`src/rtl/trap_ctl_pkg.sv`:
```
// package: register map, field positions and reset values of the trap and nesting control block
package trap_ctl_pkg;
  // register byte offsets (32-bit aligned words)
  localparam logic [3:0]  TRAP_CTL_OFF   = 4'h0;
  localparam logic [3:0]  IRQ_STATUS_OFF = 4'h4;
  localparam logic [3:0]  IRQ_MASK_OFF   = 4'h8;
  localparam logic [3:0]  PRIO_OFF       = 4'hC;
  // field positions of trap_and_nesting_control
  localparam int NEST_DIS_BIT  = 15;
  localparam int OVA_FLAG_BIT  = 14;
  localparam int OVB_FLAG_BIT  = 13;
  localparam int COVA_FLAG_BIT = 12;
  localparam int COVB_FLAG_BIT = 11;
  localparam int OVA_EN_BIT    = 10;
  localparam int OVB_EN_BIT    = 9;
  localparam int COV_EN_BIT    = 8;
  localparam int SHIFT_BIT     = 7;
  localparam int DIV0_BIT      = 6;
  localparam int DMA_BIT       = 5;
  localparam int MATH_BIT      = 4;
  localparam int ADDR_BIT      = 3;
  localparam int STACK_BIT     = 2;
  localparam int OSC_BIT       = 1;
  // sticky flag bits and control bits of the register
  localparam logic [15:0] FLAG_MASK      = 16'h78FE;
  localparam logic [15:0] CTRL_MASK      = 16'h8700;
  localparam logic [15:0] TRAP_CTL_RESET = 16'h0000;
  localparam logic [15:0] IRQ_RESET      = 16'h0000;
  localparam logic [2:0]  PRIO_RESET     = 3'h0;
  // interrupt event count (width of status and mask registers)
  localparam int NUM_EVENTS = 9;
endpackage

```
`src/rtl/trap_event_sync.sv`:
```
// two-flop synchroniser and rising-edge pulse for asynchronous trap inputs
`timescale 1ns/1ps
module trap_event_sync
  import trap_ctl_pkg::*;
#(
  parameter int WIDTH = 9
) (
  // clock and reset
  input  wire logic             clock,
  input  wire logic             rst_b,
  input  wire logic             clk_en,
  // raw level and resulting edge pulse
  input  wire logic [WIDTH-1:0] raw_in,
  output logic      [WIDTH-1:0] rise_pulse
);
  logic [WIDTH-1:0] meta_reg;
  logic [WIDTH-1:0] sync_reg;
  logic [WIDTH-1:0] last_reg;

  // two flops, then a delayed copy for edge detection
  always_ff @(posedge clock or negedge rst_b) begin
    if (!rst_b) begin
      meta_reg <= '0;
      sync_reg <= '0;
      last_reg <= '0;
    end else if (clk_en) begin
      meta_reg <= raw_in;
      sync_reg <= meta_reg;
      last_reg <= sync_reg;
    end
  end

  // one-cycle pulse on each rising level
  assign rise_pulse = sync_reg & ~last_reg & {WIDTH{clk_en}};
endmodule

```
`src/rtl/trap_status_nesting_control.sv`:
```
// trap status and nesting control register with wishbone slave and trap interrupt
// What this block does
// - bit 15 disables interrupt nesting when set
// - bits 14/13 flag accumulator A/B overflow traps
// - bits 12/11 flag catastrophic A/B overflow traps
// - bits 10/9 enable A/B overflow traps
// - bit 8 enables catastrophic overflow trap
// - bit 7 flags invalid accumulator shift
// - bit 6 flags divide by zero
// - bit 5 flags DMA controller error trap
// - bit 4 flags any math error trap
// - bit 3 flags address error trap
// - bit 2 flags stack error trap
// - bit 1 flags oscillator failure trap
// - nesting disabled makes priority level read-only
`timescale 1ns/1ps
module trap_status_nesting_control
  import trap_ctl_pkg::*;
(
  // clock, reset, enable
  input  wire logic        clock,
  input  wire logic        rst_b,
  input  wire logic        clk_en,
  // classic wishbone slave
  input  wire logic        wb_cyc_i,
  input  wire logic        wb_stb_i,
  input  wire logic        wb_we_i,
  input  wire logic [3:0]  wb_adr_i,
  input  wire logic [3:0]  wb_sel_i,
  input  wire logic [31:0] wb_dat_i,
  output logic      [31:0] wb_dat_o,
  output logic             wb_ack_o,
  output logic             wb_err_o,
  // trap sources from datapath and monitors (asynchronous levels)
  input  wire logic        acc_a_overflow,
  input  wire logic        acc_b_overflow,
  input  wire logic        acc_a_catastrophic,
  input  wire logic        acc_b_catastrophic,
  input  wire logic        bad_shift,
  input  wire logic        divide_by_zero,
  input  wire logic        dma_fault,
  input  wire logic        addr_fault,
  input  wire logic        stack_fault,
  input  wire logic        osc_fail,
  // nesting and priority level to the core
  output logic             nesting_disable,
  output logic      [2:0]  cpu_priority_level,
  // trap request and interrupt
  output logic             trap_request,
  output logic             irq
);
  localparam int EW = NUM_EVENTS;

  logic [15:0]   ctl_reg;
  logic [15:0]   ctl_next;
  logic [EW-1:0] irq_status_reg;
  logic [EW-1:0] irq_status_next;
  logic [EW-1:0] irq_mask_reg;
  logic [2:0]    prio_reg;
  logic [31:0]   rdata_reg;
  logic          ack_reg;
  logic          err_reg;

  // synchronise the ten raw trap levels; catastrophic A/B each have their own path
  logic [9:0] raw_vec;
  logic [9:0] ev;
  assign raw_vec = {acc_a_overflow, acc_b_overflow, acc_a_catastrophic, acc_b_catastrophic,
                    bad_shift, divide_by_zero, dma_fault, addr_fault, stack_fault, osc_fail};

  trap_event_sync #(
    .WIDTH (10)
  ) u_sync (
    .clock      (clock),
    .rst_b      (rst_b),
    .clk_en     (clk_en),
    .raw_in     (raw_vec),
    .rise_pulse (ev)
  );

  // named event pulses
  wire ev_ova   = ev[9];
  wire ev_ovb   = ev[8];
  wire ev_cova  = ev[7];
  wire ev_covb  = ev[6];
  wire ev_shift = ev[5];
  wire ev_div0  = ev[4];
  wire ev_dma   = ev[3];
  wire ev_addr  = ev[2];
  wire ev_stack = ev[1];
  wire ev_osc   = ev[0];

  // bus decode
  wire        bus_req   = wb_cyc_i & wb_stb_i & ~ack_reg & ~err_reg;
  wire        hit_ctl   = wb_adr_i == TRAP_CTL_OFF;
  wire        hit_stat  = wb_adr_i == IRQ_STATUS_OFF;
  wire        hit_mask  = wb_adr_i == IRQ_MASK_OFF;
  wire        hit_prio  = wb_adr_i == PRIO_OFF;
  wire        hit_any   = hit_ctl | hit_stat | hit_mask | hit_prio;
  wire        wr_ok     = bus_req & wb_we_i & hit_any & clk_en;
  wire [15:0] wmask16   = {{8{wb_sel_i[1]}}, {8{wb_sel_i[0]}}};
  wire [15:0] wdata16   = wb_dat_i[15:0];
  wire        wr_ctl    = wr_ok & hit_ctl;
  wire        wr_stat   = wr_ok & hit_stat;
  wire        wr_mask   = wr_ok & hit_mask;
  wire        wr_prio   = wr_ok & hit_prio & wb_sel_i[0];

  // enabled overflow traps; disabled ones are not flagged
  wire trap_ova  = ev_ova & ctl_reg[OVA_EN_BIT];
  wire trap_ovb  = ev_ovb & ctl_reg[OVB_EN_BIT];
  wire trap_cova = ev_cova & ctl_reg[COV_EN_BIT];
  wire trap_covb = ev_covb & ctl_reg[COV_EN_BIT];
  wire trap_math = trap_ova | trap_ovb | trap_cova | trap_covb | ev_shift | ev_div0;

  // hardware set vector, aligned with the register layout
  logic [15:0] hw_set;
  always_comb begin
    hw_set                = 16'h0000;
    hw_set[OVA_FLAG_BIT]  = trap_ova;
    hw_set[OVB_FLAG_BIT]  = trap_ovb;
    hw_set[COVA_FLAG_BIT] = trap_cova;
    hw_set[COVB_FLAG_BIT] = trap_covb;
    hw_set[SHIFT_BIT]     = ev_shift;
    hw_set[DIV0_BIT]      = ev_div0;
    hw_set[DMA_BIT]       = ev_dma;
    hw_set[MATH_BIT]      = trap_math;
    hw_set[ADDR_BIT]      = ev_addr;
    hw_set[STACK_BIT]     = ev_stack;
    hw_set[OSC_BIT]       = ev_osc;
  end

  // control register next value: byte-masked write, hardware set wins over clear
  wire [15:0] ctl_written = (ctl_reg & ~wmask16) | (wdata16 & wmask16);
  always_comb begin
    ctl_next = ctl_reg;
    if (wr_ctl) begin
      ctl_next = ctl_written & (CTRL_MASK | FLAG_MASK);
    end
    ctl_next = ctl_next | hw_set;
  end

  // interrupt events: one per status group in the low bits
  wire [EW-1:0] irq_ev = {hw_set[OSC_BIT], hw_set[STACK_BIT], hw_set[ADDR_BIT], hw_set[MATH_BIT],
                          hw_set[DMA_BIT], hw_set[DIV0_BIT], hw_set[SHIFT_BIT],
                          trap_cova | trap_covb, trap_ova | trap_ovb};
  wire [EW-1:0] w1c    = wr_stat ? (wdata16[EW-1:0] & wmask16[EW-1:0]) : '0;
  assign irq_status_next = (irq_status_reg & ~w1c) | irq_ev;

  // trap control and status registers
  always_ff @(posedge clock or negedge rst_b) begin
    if (!rst_b) begin
      ctl_reg        <= TRAP_CTL_RESET;
      irq_status_reg <= IRQ_RESET[EW-1:0];
      irq_mask_reg   <= IRQ_RESET[EW-1:0];
    end else if (clk_en) begin
      ctl_reg        <= ctl_next;
      irq_status_reg <= irq_status_next;
      if (wr_mask) begin
        irq_mask_reg <= (irq_mask_reg & ~wmask16[EW-1:0]) | (wdata16[EW-1:0] & wmask16[EW-1:0]);
      end
    end
  end

  // cpu priority level: writable only while nesting is enabled
  always_ff @(posedge clock or negedge rst_b) begin
    if (!rst_b) begin
      prio_reg <= PRIO_RESET;
    end else if (clk_en && wr_prio && !ctl_reg[NEST_DIS_BIT]) begin
      prio_reg <= wb_dat_i[2:0];
    end
  end

  // read mux; control register bit 0 and upper bits read as zero
  logic [31:0] rd_mux;
  always_comb begin
    rd_mux = 32'h0000_0000;
    if (hit_ctl) begin
      rd_mux[15:0] = ctl_reg & (CTRL_MASK | FLAG_MASK);
    end else if (hit_stat) begin
      rd_mux[EW-1:0] = irq_status_reg;
    end else if (hit_mask) begin
      rd_mux[EW-1:0] = irq_mask_reg;
    end else if (hit_prio) begin
      rd_mux[2:0] = prio_reg;
    end
  end

  // single-cycle ack, err for unmapped addresses
  always_ff @(posedge clock or negedge rst_b) begin
    if (!rst_b) begin
      ack_reg   <= 1'b0;
      err_reg   <= 1'b0;
      rdata_reg <= 32'h0000_0000;
    end else if (clk_en) begin
      ack_reg   <= bus_req & hit_any;
      err_reg   <= bus_req & ~hit_any;
      rdata_reg <= (bus_req & hit_any & ~wb_we_i) ? rd_mux : 32'h0000_0000;
    end
  end

  // outputs
  assign wb_ack_o           = ack_reg;
  assign wb_err_o           = err_reg;
  assign wb_dat_o           = rdata_reg;
  assign nesting_disable    = ctl_reg[NEST_DIS_BIT];
  assign cpu_priority_level = prio_reg;
  assign trap_request       = |(ctl_reg & FLAG_MASK);
  assign irq                = |(irq_status_reg & irq_mask_reg);
endmodule

```
`config.mk`:
```
export PLATFORM = sky130hd
export DESIGN_NAME = trap_status_nesting_control
export DESIGN_NICKNAME = d
export VERILOG_FILES = /design/src/rtl/trap_ctl_pkg.sv /design/src/rtl/trap_event_sync.sv /design/src/rtl/trap_status_nesting_control.sv
export SDC_FILE = /design/constraint.sdc
export NUM_CORES = 1
export LEC_CHECK = 0
export BUFFER_PORTS_ARGS = -buffer_cell sky130_fd_sc_hd__buf_2
export CAP_MARGIN = 25
export CORE_AREA = 2 2 96 98
export CTS_CLUSTER_DIAMETER = 200
export DETAILED_ROUTE_END_ITERATION = 10
export DIE_AREA = 0 0 98 100
export GPL_TIMING_DRIVEN = 0
export PLACE_DENSITY = 0.68
export SLEW_MARGIN = 20
export SYNTH_ARGS = -nofsm -noshare
export SYNTH_HDL_FRONTEND = slang
export SYNTH_SLANG_ARGS = --single-unit
```
`constraint.sdc`:
```
create_clock -name clock -period 4.4 [get_ports clock]
set_clock_uncertainty 0.1 [all_clocks]
set_input_delay 0.88 -clock clock [delete_from_list [all_inputs] [get_ports clock]]
set_output_delay 0.88 -clock clock [all_outputs]
set_load 0.02 [all_outputs]
```
-- Word level (Yosys, flattened, before mapping)
Cells that the tools add are included.
- register bits after elaboration: 101
- input port bits: 56
- output and inout bits: 40
- word-level logic and storage cells: 76
- equality and inequality tests: 3
- multiplexer cells: 9
- bitwise gates (word level): 47
- reduce and logical (&&, ||, !) cells: 7
- operators with widths (operator ; count):
    AND 9 bit ; 4
    AND 16 bit ; 2
    two-way mux 16 bit ; 2
    two-way mux 9 bit ; 3
    AND 10 bit ; 2
    AND 1 bit ; 18
    NOT 9 bit ; 2
    bitwise OR 9 bit ; 2
    NOT 16 bit ; 1
    bitwise OR 16 x 15 -> 16 bit ; 1
    bitwise OR 16 bit ; 1
    OR reduction 11 bit ; 1
    NOT 10 bit ; 1
    bitwise OR 1 bit ; 9
    OR reduction 9 bit ; 1
    equality test 4 bit (second input constant) ; 2
    two-way mux 7 bit ; 1
    two-way mux 3 bit ; 2
    two-way mux 6 bit ; 1
    equality test 4 x 3 -> 1 bit (second input constant) ; 1
    logical NOT 4 bit ; 1
    NOT 1 bit ; 4
    logical AND 1 bit ; 2
    AND reduction 2 bit ; 1
    logical NOT 1 bit ; 1

-- Depth between registers and ports, before layout
Gate-level depths: netlist (run 1).
- word-level depth: 11
- depth in mapped cells: 6
- gate-level depth less buffers: 4

-- Cells and area by module
Synthesis (run 1) repeated with hierarchy kept, for this count alone.
- cells, all modules: 310
- area, all modules: 3952.5 um2
- modules (own cells, without submodules) (module ; instances ; cells an instance ; area an instance (um2)):
    trap_status_nesting_control ; 1 ; 236 ; 2737.6
    trap_event_sync ; 1 ; 74 ; 1214.9

-- Worst setup path after synthesis (run 1)
OpenSTA, ideal clock, no wires.
- path kind: input -> register
- start: input wb_adr_i[3]
- end: register with a tool-made name
- arrival: 1.987 ns
- data required time: 4.175 ns
- slack: 2.189 ns
- cell stages on the path: 6
- path buffers: 2
- cell sequence: buf_2 nor2b_1 buf_2 nand3_1 nor2_4 mux2_2
- RTL lines (element ; line ; source):
    from (decl) ; trap_status_nesting_control.sv:28 ; input wire logic [3:0] wb_adr_i,

-- Worst setup path after layout (run 1)
- start: register irq_status_reg[5]
- end: output irq
- longest elaborated chain between the ends: 2
- RTL lines (element ; line ; source):
    from (decl) ; trap_status_nesting_control.sv:56 ; logic [EW-1:0] irq_status_reg;
    from (signal assigned) ; trap_status_nesting_control.sv:152 ; irq_status_reg <= IRQ_RESET[EW-1:0];
    from (signal assigned) ; trap_status_nesting_control.sv:156 ; irq_status_reg <= irq_status_next;
    AND 9 bit ; trap_status_nesting_control.sv:207 ; assign irq = |(irq_status_reg & irq_mask_reg);
    OR reduction 9 bit ; trap_status_nesting_control.sv:207 ;
    to (decl) ; trap_status_nesting_control.sv:50 ; output logic irq
No other way between the ends.

==> out/metrics.yaml, run 1 <==
logic_synthesis:
  ys_types: 45
  syn_avg_cell_area_um2: 13.0
  yosysMostFrequentCell: "dfrtp_1"
  synthesis.area_um2: 3820
  synth-edff-count: 0
  synth_top_area_share_pct: 55.0
  synth_top_area_cell: "dfrtp_1"
  synth_common_cells: "dfrtp_1, mux2_2, nor2b_1, a22o_1, nand2_1"
  synthFlopType: "dfrtp_1"
  ys_async_sr_fraction_pct: 100
  netlist_instances: 293
  yosysSeqAreaShare_pct: 55.0
  yosys_warnings: 0
  synth.top_cells.by_area: "dfrtp_1, mux2_2, a22o_1"
  ys_ff_latch: 84
floorplan:
  core_area_um2: 8890
  io_pins: 96
  start_util_pct: 43.0
  die_height_um: 100
  rows: 35
  design.die.area_um2: 9800
  die_w_um: 98
clock_network:
  cts_hold_buf: 0
  clk_latency_ns: 0.35
  post_cts_buffers: 0
  htreeDepth: 3
  numCtsBuffers: 9
  root_buffer: "clkbuf_8"
  cts_tree: "done"
  clkTransAtPathRegs_ns: 0.08
  post_cts_resize_count: 0
  cts.path.max_buffers: 2
  cts.sinks: 84
power:
  peakVddDrop_uv: 208
  fin_total_pwr_uw: 1740
  power_density_nw_per_um2: 381
  p_leak_uw: 0.00216
timing:
  whs_ns: 0.403
  max_freq_ghz: 0.394
  worstMarginPinSlew_ns: 0.593
  rsz0062_at_grt: "no"
  maxSlewHeadroom_pct: 60.5
  slew_viol_final: 0
  setup_tns_ns: 0
  finalHoldViolCount: 0
  finalSetupViolations: 0
  fin_crit_ns: 2.54
  fin_crit_sh_pct: 57.7
worst_setup_path:
  crit_type: "register to output pin"
  crit_path_end: "irq"
  ff2ff_path_depth: 5
  endpoint_kind: "output pin"
  crit_slowest_cell: "dfrtp_1"
  path_buf_inv: 1
  reg2reg_to: "wb_dat_o[6]"
  required_ns: 3.42
  cp-startpoint: "irq_status_reg[5]"
  cp_num_cells: 4
  worst-path-max-fanout: 3
  critPathArrivalTime_ns: 1.56
  path_delay_family: "compound AO/OA/AOI/OAI gates"
  r2r_slack_ns: 2.54
  max_stage_delay_ns: 0.41
  start_kind: "register"
  crit_path_cell_trace: "a22o_1 -> a221oi_1 -> nand3_1 -> buf_2"
  rr_startpoint: "wb_ack_o"
route:
  drt-pass1-iter-count: 4
  routed_wl_um: 8120
  post-route-drc-count: 0
  wl_per_cell_um: 16.5
  vias: 2559
  antenna_left: 0
  vias_per_cell: 5.19
  dr.first_iter.drc_count: 107
layout:
  final_nets: 433
  fin_cells: 493
  drive_gt1_share_pct: 41.4
  n_antenna_cell: 0
  syn_to_final_growth_pct: 19.4
place:
  gp_congestion: 0.881
  numPortBuffers: 57
  dp_cells: 477
  dp_hpwl_um: 6070
min_path:
  hold_path.class: "register to register"
grt:
  grt_use_total_pct: 17.3
  antenna_found_initial: 0
  grt_pass1_vias: 2590
  grt_max_degree: 46
  globalRouteOverflowTotal: 0
  grt_pass1_wl_um: 13400
outcome:
  status: "complete, no violations"
flow_run:
  maxCapViolations: 0
-- worst reg2reg max path, cell delays in order (launching register included) --
cell     delay [ns]
dfrtp_1        0.39
and3b_1        0.33
nand3_4        0.20
nor4_4         0.39
buf_6          0.22
a221o_1        0.16
-- through the flow --
stage                     setup WS, ns  utilization, %  instance area (µm²)
after floorplan                   2.19               -                 3880
after global placement            1.70            48.4                 4300
after detailed placement          1.98            48.6                 4320
after global routing              1.81            51.3                 4560
final                             1.86            51.3                 4560
after CTS                         1.82            51.3                 4560
-- how the worst min path moves through the flow --
stage	endpoint	depth (start not counted)	slack (ns)	start
detailed placement	u_sync.last_reg[3]	1	0.39	u_sync.last_reg[3]
CTS	u_sync.last_reg[8]	1	0.41	u_sync.last_reg[8]
finish	u_sync.last_reg[8]	1	0.40	u_sync.last_reg[8]
global route	u_sync.last_reg[9]	1	0.42	u_sync.last_reg[9]
global placement	u_sync.last_reg[0]	1	0.38	u_sync.last_reg[0]
floorplan	u_sync.last_reg[9]	1	0.37	u_sync.last_reg[9]
-- area by class of cell --
type | count | area [µm²]
Timing Repair Buffer | 58 | 308
Sequential cell | 84 | 2100
Clock inverter | 6 | 113
Clock buffer | 10 | 128
Tap cell | 111 | 139
Fill cell | 822 | 4330
Multi-Input combinational cell | 192 | 1580
Inverter | 3 | 11.3
Buffer | 29 | 189
-- where the power goes --
group / internal [µW] / total [µW] / switching, µW
registers: 837 / 879 / 41.4
logic: 102 / 211 / 109
clock network: 378 / 649 / 271
total: 1320 / 1740 / 421
-- cell usage in the layout (no fill, tap or decap), types with 2 or more instances in the layout --
cell type / count
a21oi_1: 2
a221o_1: 8
a22o_1: 18
a31oi_1: 7
buf_2: 63
buf_4: 18
bufinv_16: 3
clkbuf_1: 5
clkbuf_8: 9
clkinv_4: 2
conb_1: 16
dfrtp_1: 84
inv_1: 2
mux2_2: 49
mux2i_1: 10
nand2_1: 18
nand3_1: 7
nand3b_1: 4
nand4b_1: 2
nor2b_1: 20
nor3_1: 2
nor4_1: 2
nor4_4: 2
o21ai_0: 3
-- layer usage --
layer  up-vias  wire length [µm]  track usage (%)  share of wire (%)
met5         -                 0                0                  0
met4         0                70             4.81               0.86
met3         7               464             3.20                5.7
met2        85              3940             28.5                 48
met1      1253              3650             23.8                 45
li1       1214                 -                -                  -
-- cells by family after synthesis --
logic type / count (synthesis) / share of synthesized area, %
buffers and inverters: 32 / 5.24
DFF: 84 / 55.0
AOI/OAI and AO/OA: 45 / 9.56
muxes: 59 / 17.1
and+or+nand+nor: 72 / 13.0
other: 1 / 0.0981
(Power assumes the default switching activity.)
==> run 2: changes to the inputs <==
ABC_AREA = 1   (was unset)
CORE_AREA = 2 2 99 101   (was 2 2 96 98)
DIE_AREA = 0 0 101 103   (was 0 0 98 100)
PLACE_DENSITY = 0.7   (was 0.68)
clock period = 2.3 ns   (was 4.4 ns; I/O delays follow)
==> out/metrics.yaml, run 2 <==
logic_synthesis:
  synthesis.area_um2: 4090  # +7.1%
  yosys_warnings: 0  # unchanged
  syn_avg_cell_area_um2: 7.92  # -39%
  synth_top_area_share_pct: 51.3  # -3.7 points
  netlist_instances: 517  # +76%
  synth-edff-count: 0  # unchanged
  ys_types: 24  # -47%
  yosysMostFrequentCell: "nand2_1"
  yosysSeqAreaShare_pct: 51.3  # -3.7 points
  synth_top_area_cell: "dfrtp_1"
  synthFlopType: "dfrtp_1"
  synth.top_cells.by_area: "dfrtp_1, nand2_1, nand3_1"
  ys_ff_latch: 84  # unchanged
  ys_async_sr_fraction_pct: 100  # unchanged
  synth_common_cells: "nand2_1, dfrtp_1, nand3_1, o21ai_0, inv_1"
timing:
  finalSetupViolations: 0  # unchanged
  maxSlewHeadroom_pct: 51.6  # -8.9 points
  slew_viol_final: 0  # unchanged
  whs_ns: 0.193  # -0.210 ns
  fin_crit_ns: 2.04
  worstMarginPinSlew_ns: 0.724  # +0.131 ns
  rsz0062_at_grt: "no"
  setup_ws_ns: 0.259  # -1.60 ns
  max_freq_ghz: 0.490
  fin_crit_sh_pct: 88.7
  finalHoldViolCount: 0  # unchanged
clock_network:
  clkTransAtPathRegs_ns: 0.09  # about the same
  cts_tree: "done"
  root_buffer: "clkbuf_8"
  numCtsBuffers: 9  # unchanged
  cts.path.max_buffers: 2  # unchanged
  clk_latency_ns: 0.37  # +0.02 ns
  htreeDepth: 3  # unchanged
  post_cts_buffers: 0  # unchanged
  cts.sinks: 84  # unchanged
  post_cts_resize_count: 0  # unchanged
  cts_hold_buf: 1  # +1
place:
  preCtsSetupSlack_ns: 0.293  # -1.68 ns
  gp_congestion: 0.886  # +0.65%
  numPortBuffers: 59  # +3.5%
  dp_hpwl_um: 8100  # +33%
route:
  vias: 3797  # +48%
  routed_wl_um: 11200  # +38%
  wl_per_cell_um: 15.5  # -6.1%
  post-route-drc-count: 0  # unchanged
  dr.first_iter.drc_count: 312  # +190%
  antenna_left: 0  # unchanged
  vias_per_cell: 5.25  # +1.2%
  drt-pass1-iter-count: 5  # +1
outcome:
  status: "complete, no violations"
worst_setup_path:
  max_stage_delay_ns: 0.44  # +0.03 ns
  crit_path_cell_trace: "nor4_1 -> nand3_1 -> buf_2"
  worst-path-max-fanout: 4  # +1
  start_kind: "register"
  endpoint_kind: "output pin"
  crit_type: "register to output pin"
  path_delay_family: "simple AND/OR/NAND/NOR gates"
  required_ns: 1.74  # -1.68 ns
  critPathArrivalTime_ns: 1.48  # -0.08 ns
  path_buf_inv: 1  # unchanged
  r2r_slack_ns: 0.46  # -2.08 ns
  crit_slowest_cell: "dfrtp_1"
layout:
  final_cell_mix: "nand2_1, dfrtp_1, buf_2"
  drive_gt1_share_pct: 18.7  # -23 points
  seqCellArea_um2: 2100  # unchanged
  final_common_cell: "nand2_1"
  multiInputGateArea_um2: 1650  # +4.7%
  final_nets: 660  # +52%
  nFillCells: 921  # +12%
  syn_to_final_growth_pct: 17.8
  n_antenna_cell: 0  # unchanged
  fin_util_pct: 51.0  # -0.37 points
grt:
  grt_use_total_pct: 22.9  # +5.5 points
  grt_pass1_wl_um: 18100  # +35%
  globalRouteOverflowTotal: 0  # unchanged
  grt_pass1_vias: 3517  # +36%
  grt_max_degree: 59  # +28%
  antenna_found_initial: 0  # unchanged
floorplan:
  die_w_um: 101  # +3.1%
  io_pins: 96  # unchanged
  core_area_um2: 9460  # +6.4%
  die_height_um: 103  # +3.0%
  design.die.area_um2: 10400  # +6.2%
  rows: 36  # +2.9%
  start_util_pct: 43.3  # +0.30 points
power:
  p_leak_uw: 0.00258  # +19%
  peakVddDrop_uv: 393  # +90%
  power_density_nw_per_um2: 619  # +62%
min_path:
  hold_path.class: "input pin to register"
flow_run:
  maxCapViolations: 0  # unchanged
==> run 2: layout make-up <==
type / instances / share of cell area, %
Clock buffer: 11 / 3.14
Sequential cell: 84 / 43.6
Tap cell: 114 / 2.96
Inverter: 44 / 3.43
Buffer: 40 / 4.85
Clock inverter: 5 / 0.882
Timing Repair Buffer: 61 / 6.95
Multi-Input combinational cell: 364 / 34.2
==> run 2: final timing paths <==
check	startpoint	to	cells past startpoint
hold / removal	addr_fault	u_sync.meta_reg[2]	3
hold reg to reg	u_sync.meta_reg[4]	u_sync.meta_reg[4]	2
setup reg to reg	wb_ack_o	irq_status_reg[8]	7
min in group asynchronous	rst_b	u_sync.meta_reg[8]	2
max in group asynchronous	rst_b	ctl_reg[1]	3
setup / recovery	ctl_reg[5]	trap_request	3
==> run 2: logic make-up (layout without fill, tap and decap cells) <==
kind of cell | count (synthesis) | after routing | share of synthesized area (%)
and+or+nand+nor | 302 | 302 | 33.1
DFF | 84 | 84 | 51.3
buffers and inverters | 84 | 161 | 9.75
AOI/OAI and AO/OA | 46 | 46 | 5.75
other | 1 | 16 | 0.0916
==> run 2: per-layer routing <==
metal,part of all wire [%],global-route usage [%]
met1,44,31.8
met2,48,36.6
met3,6.1,3.80
met4,1.7,7.80
met5,0,0
==> run 2: per-stage QoR <==
stage / cells / TNS [ns] / power (µW) / cell area [µm²]
final: 723 / 0 / 2980 / 4820
after global routing: 723 / 0 / 3120 / 4820
after CTS: 723 / 0 / 2990 / 4820
after detailed placement: 706 / 0 / 1970 / 4620
after global placement: 705 / -0.0561 / 1960 / 4590
after floorplan: 532 / 0 / 1820 / 4150
==> run 2: power by group <==
group	total, µW	internal (µW)	switching, µW	leakage (µW)
Combinational	356	114	242	0.00143
Clock	1040	463	573	0.0000965
Sequential	1590	1550	41.8	0.00105
==> run 2: worst min-delay path, stage by stage <==
cell	delay, ns
buf_2	0.08
nand2_1	0.04
o21ai_0	0.05
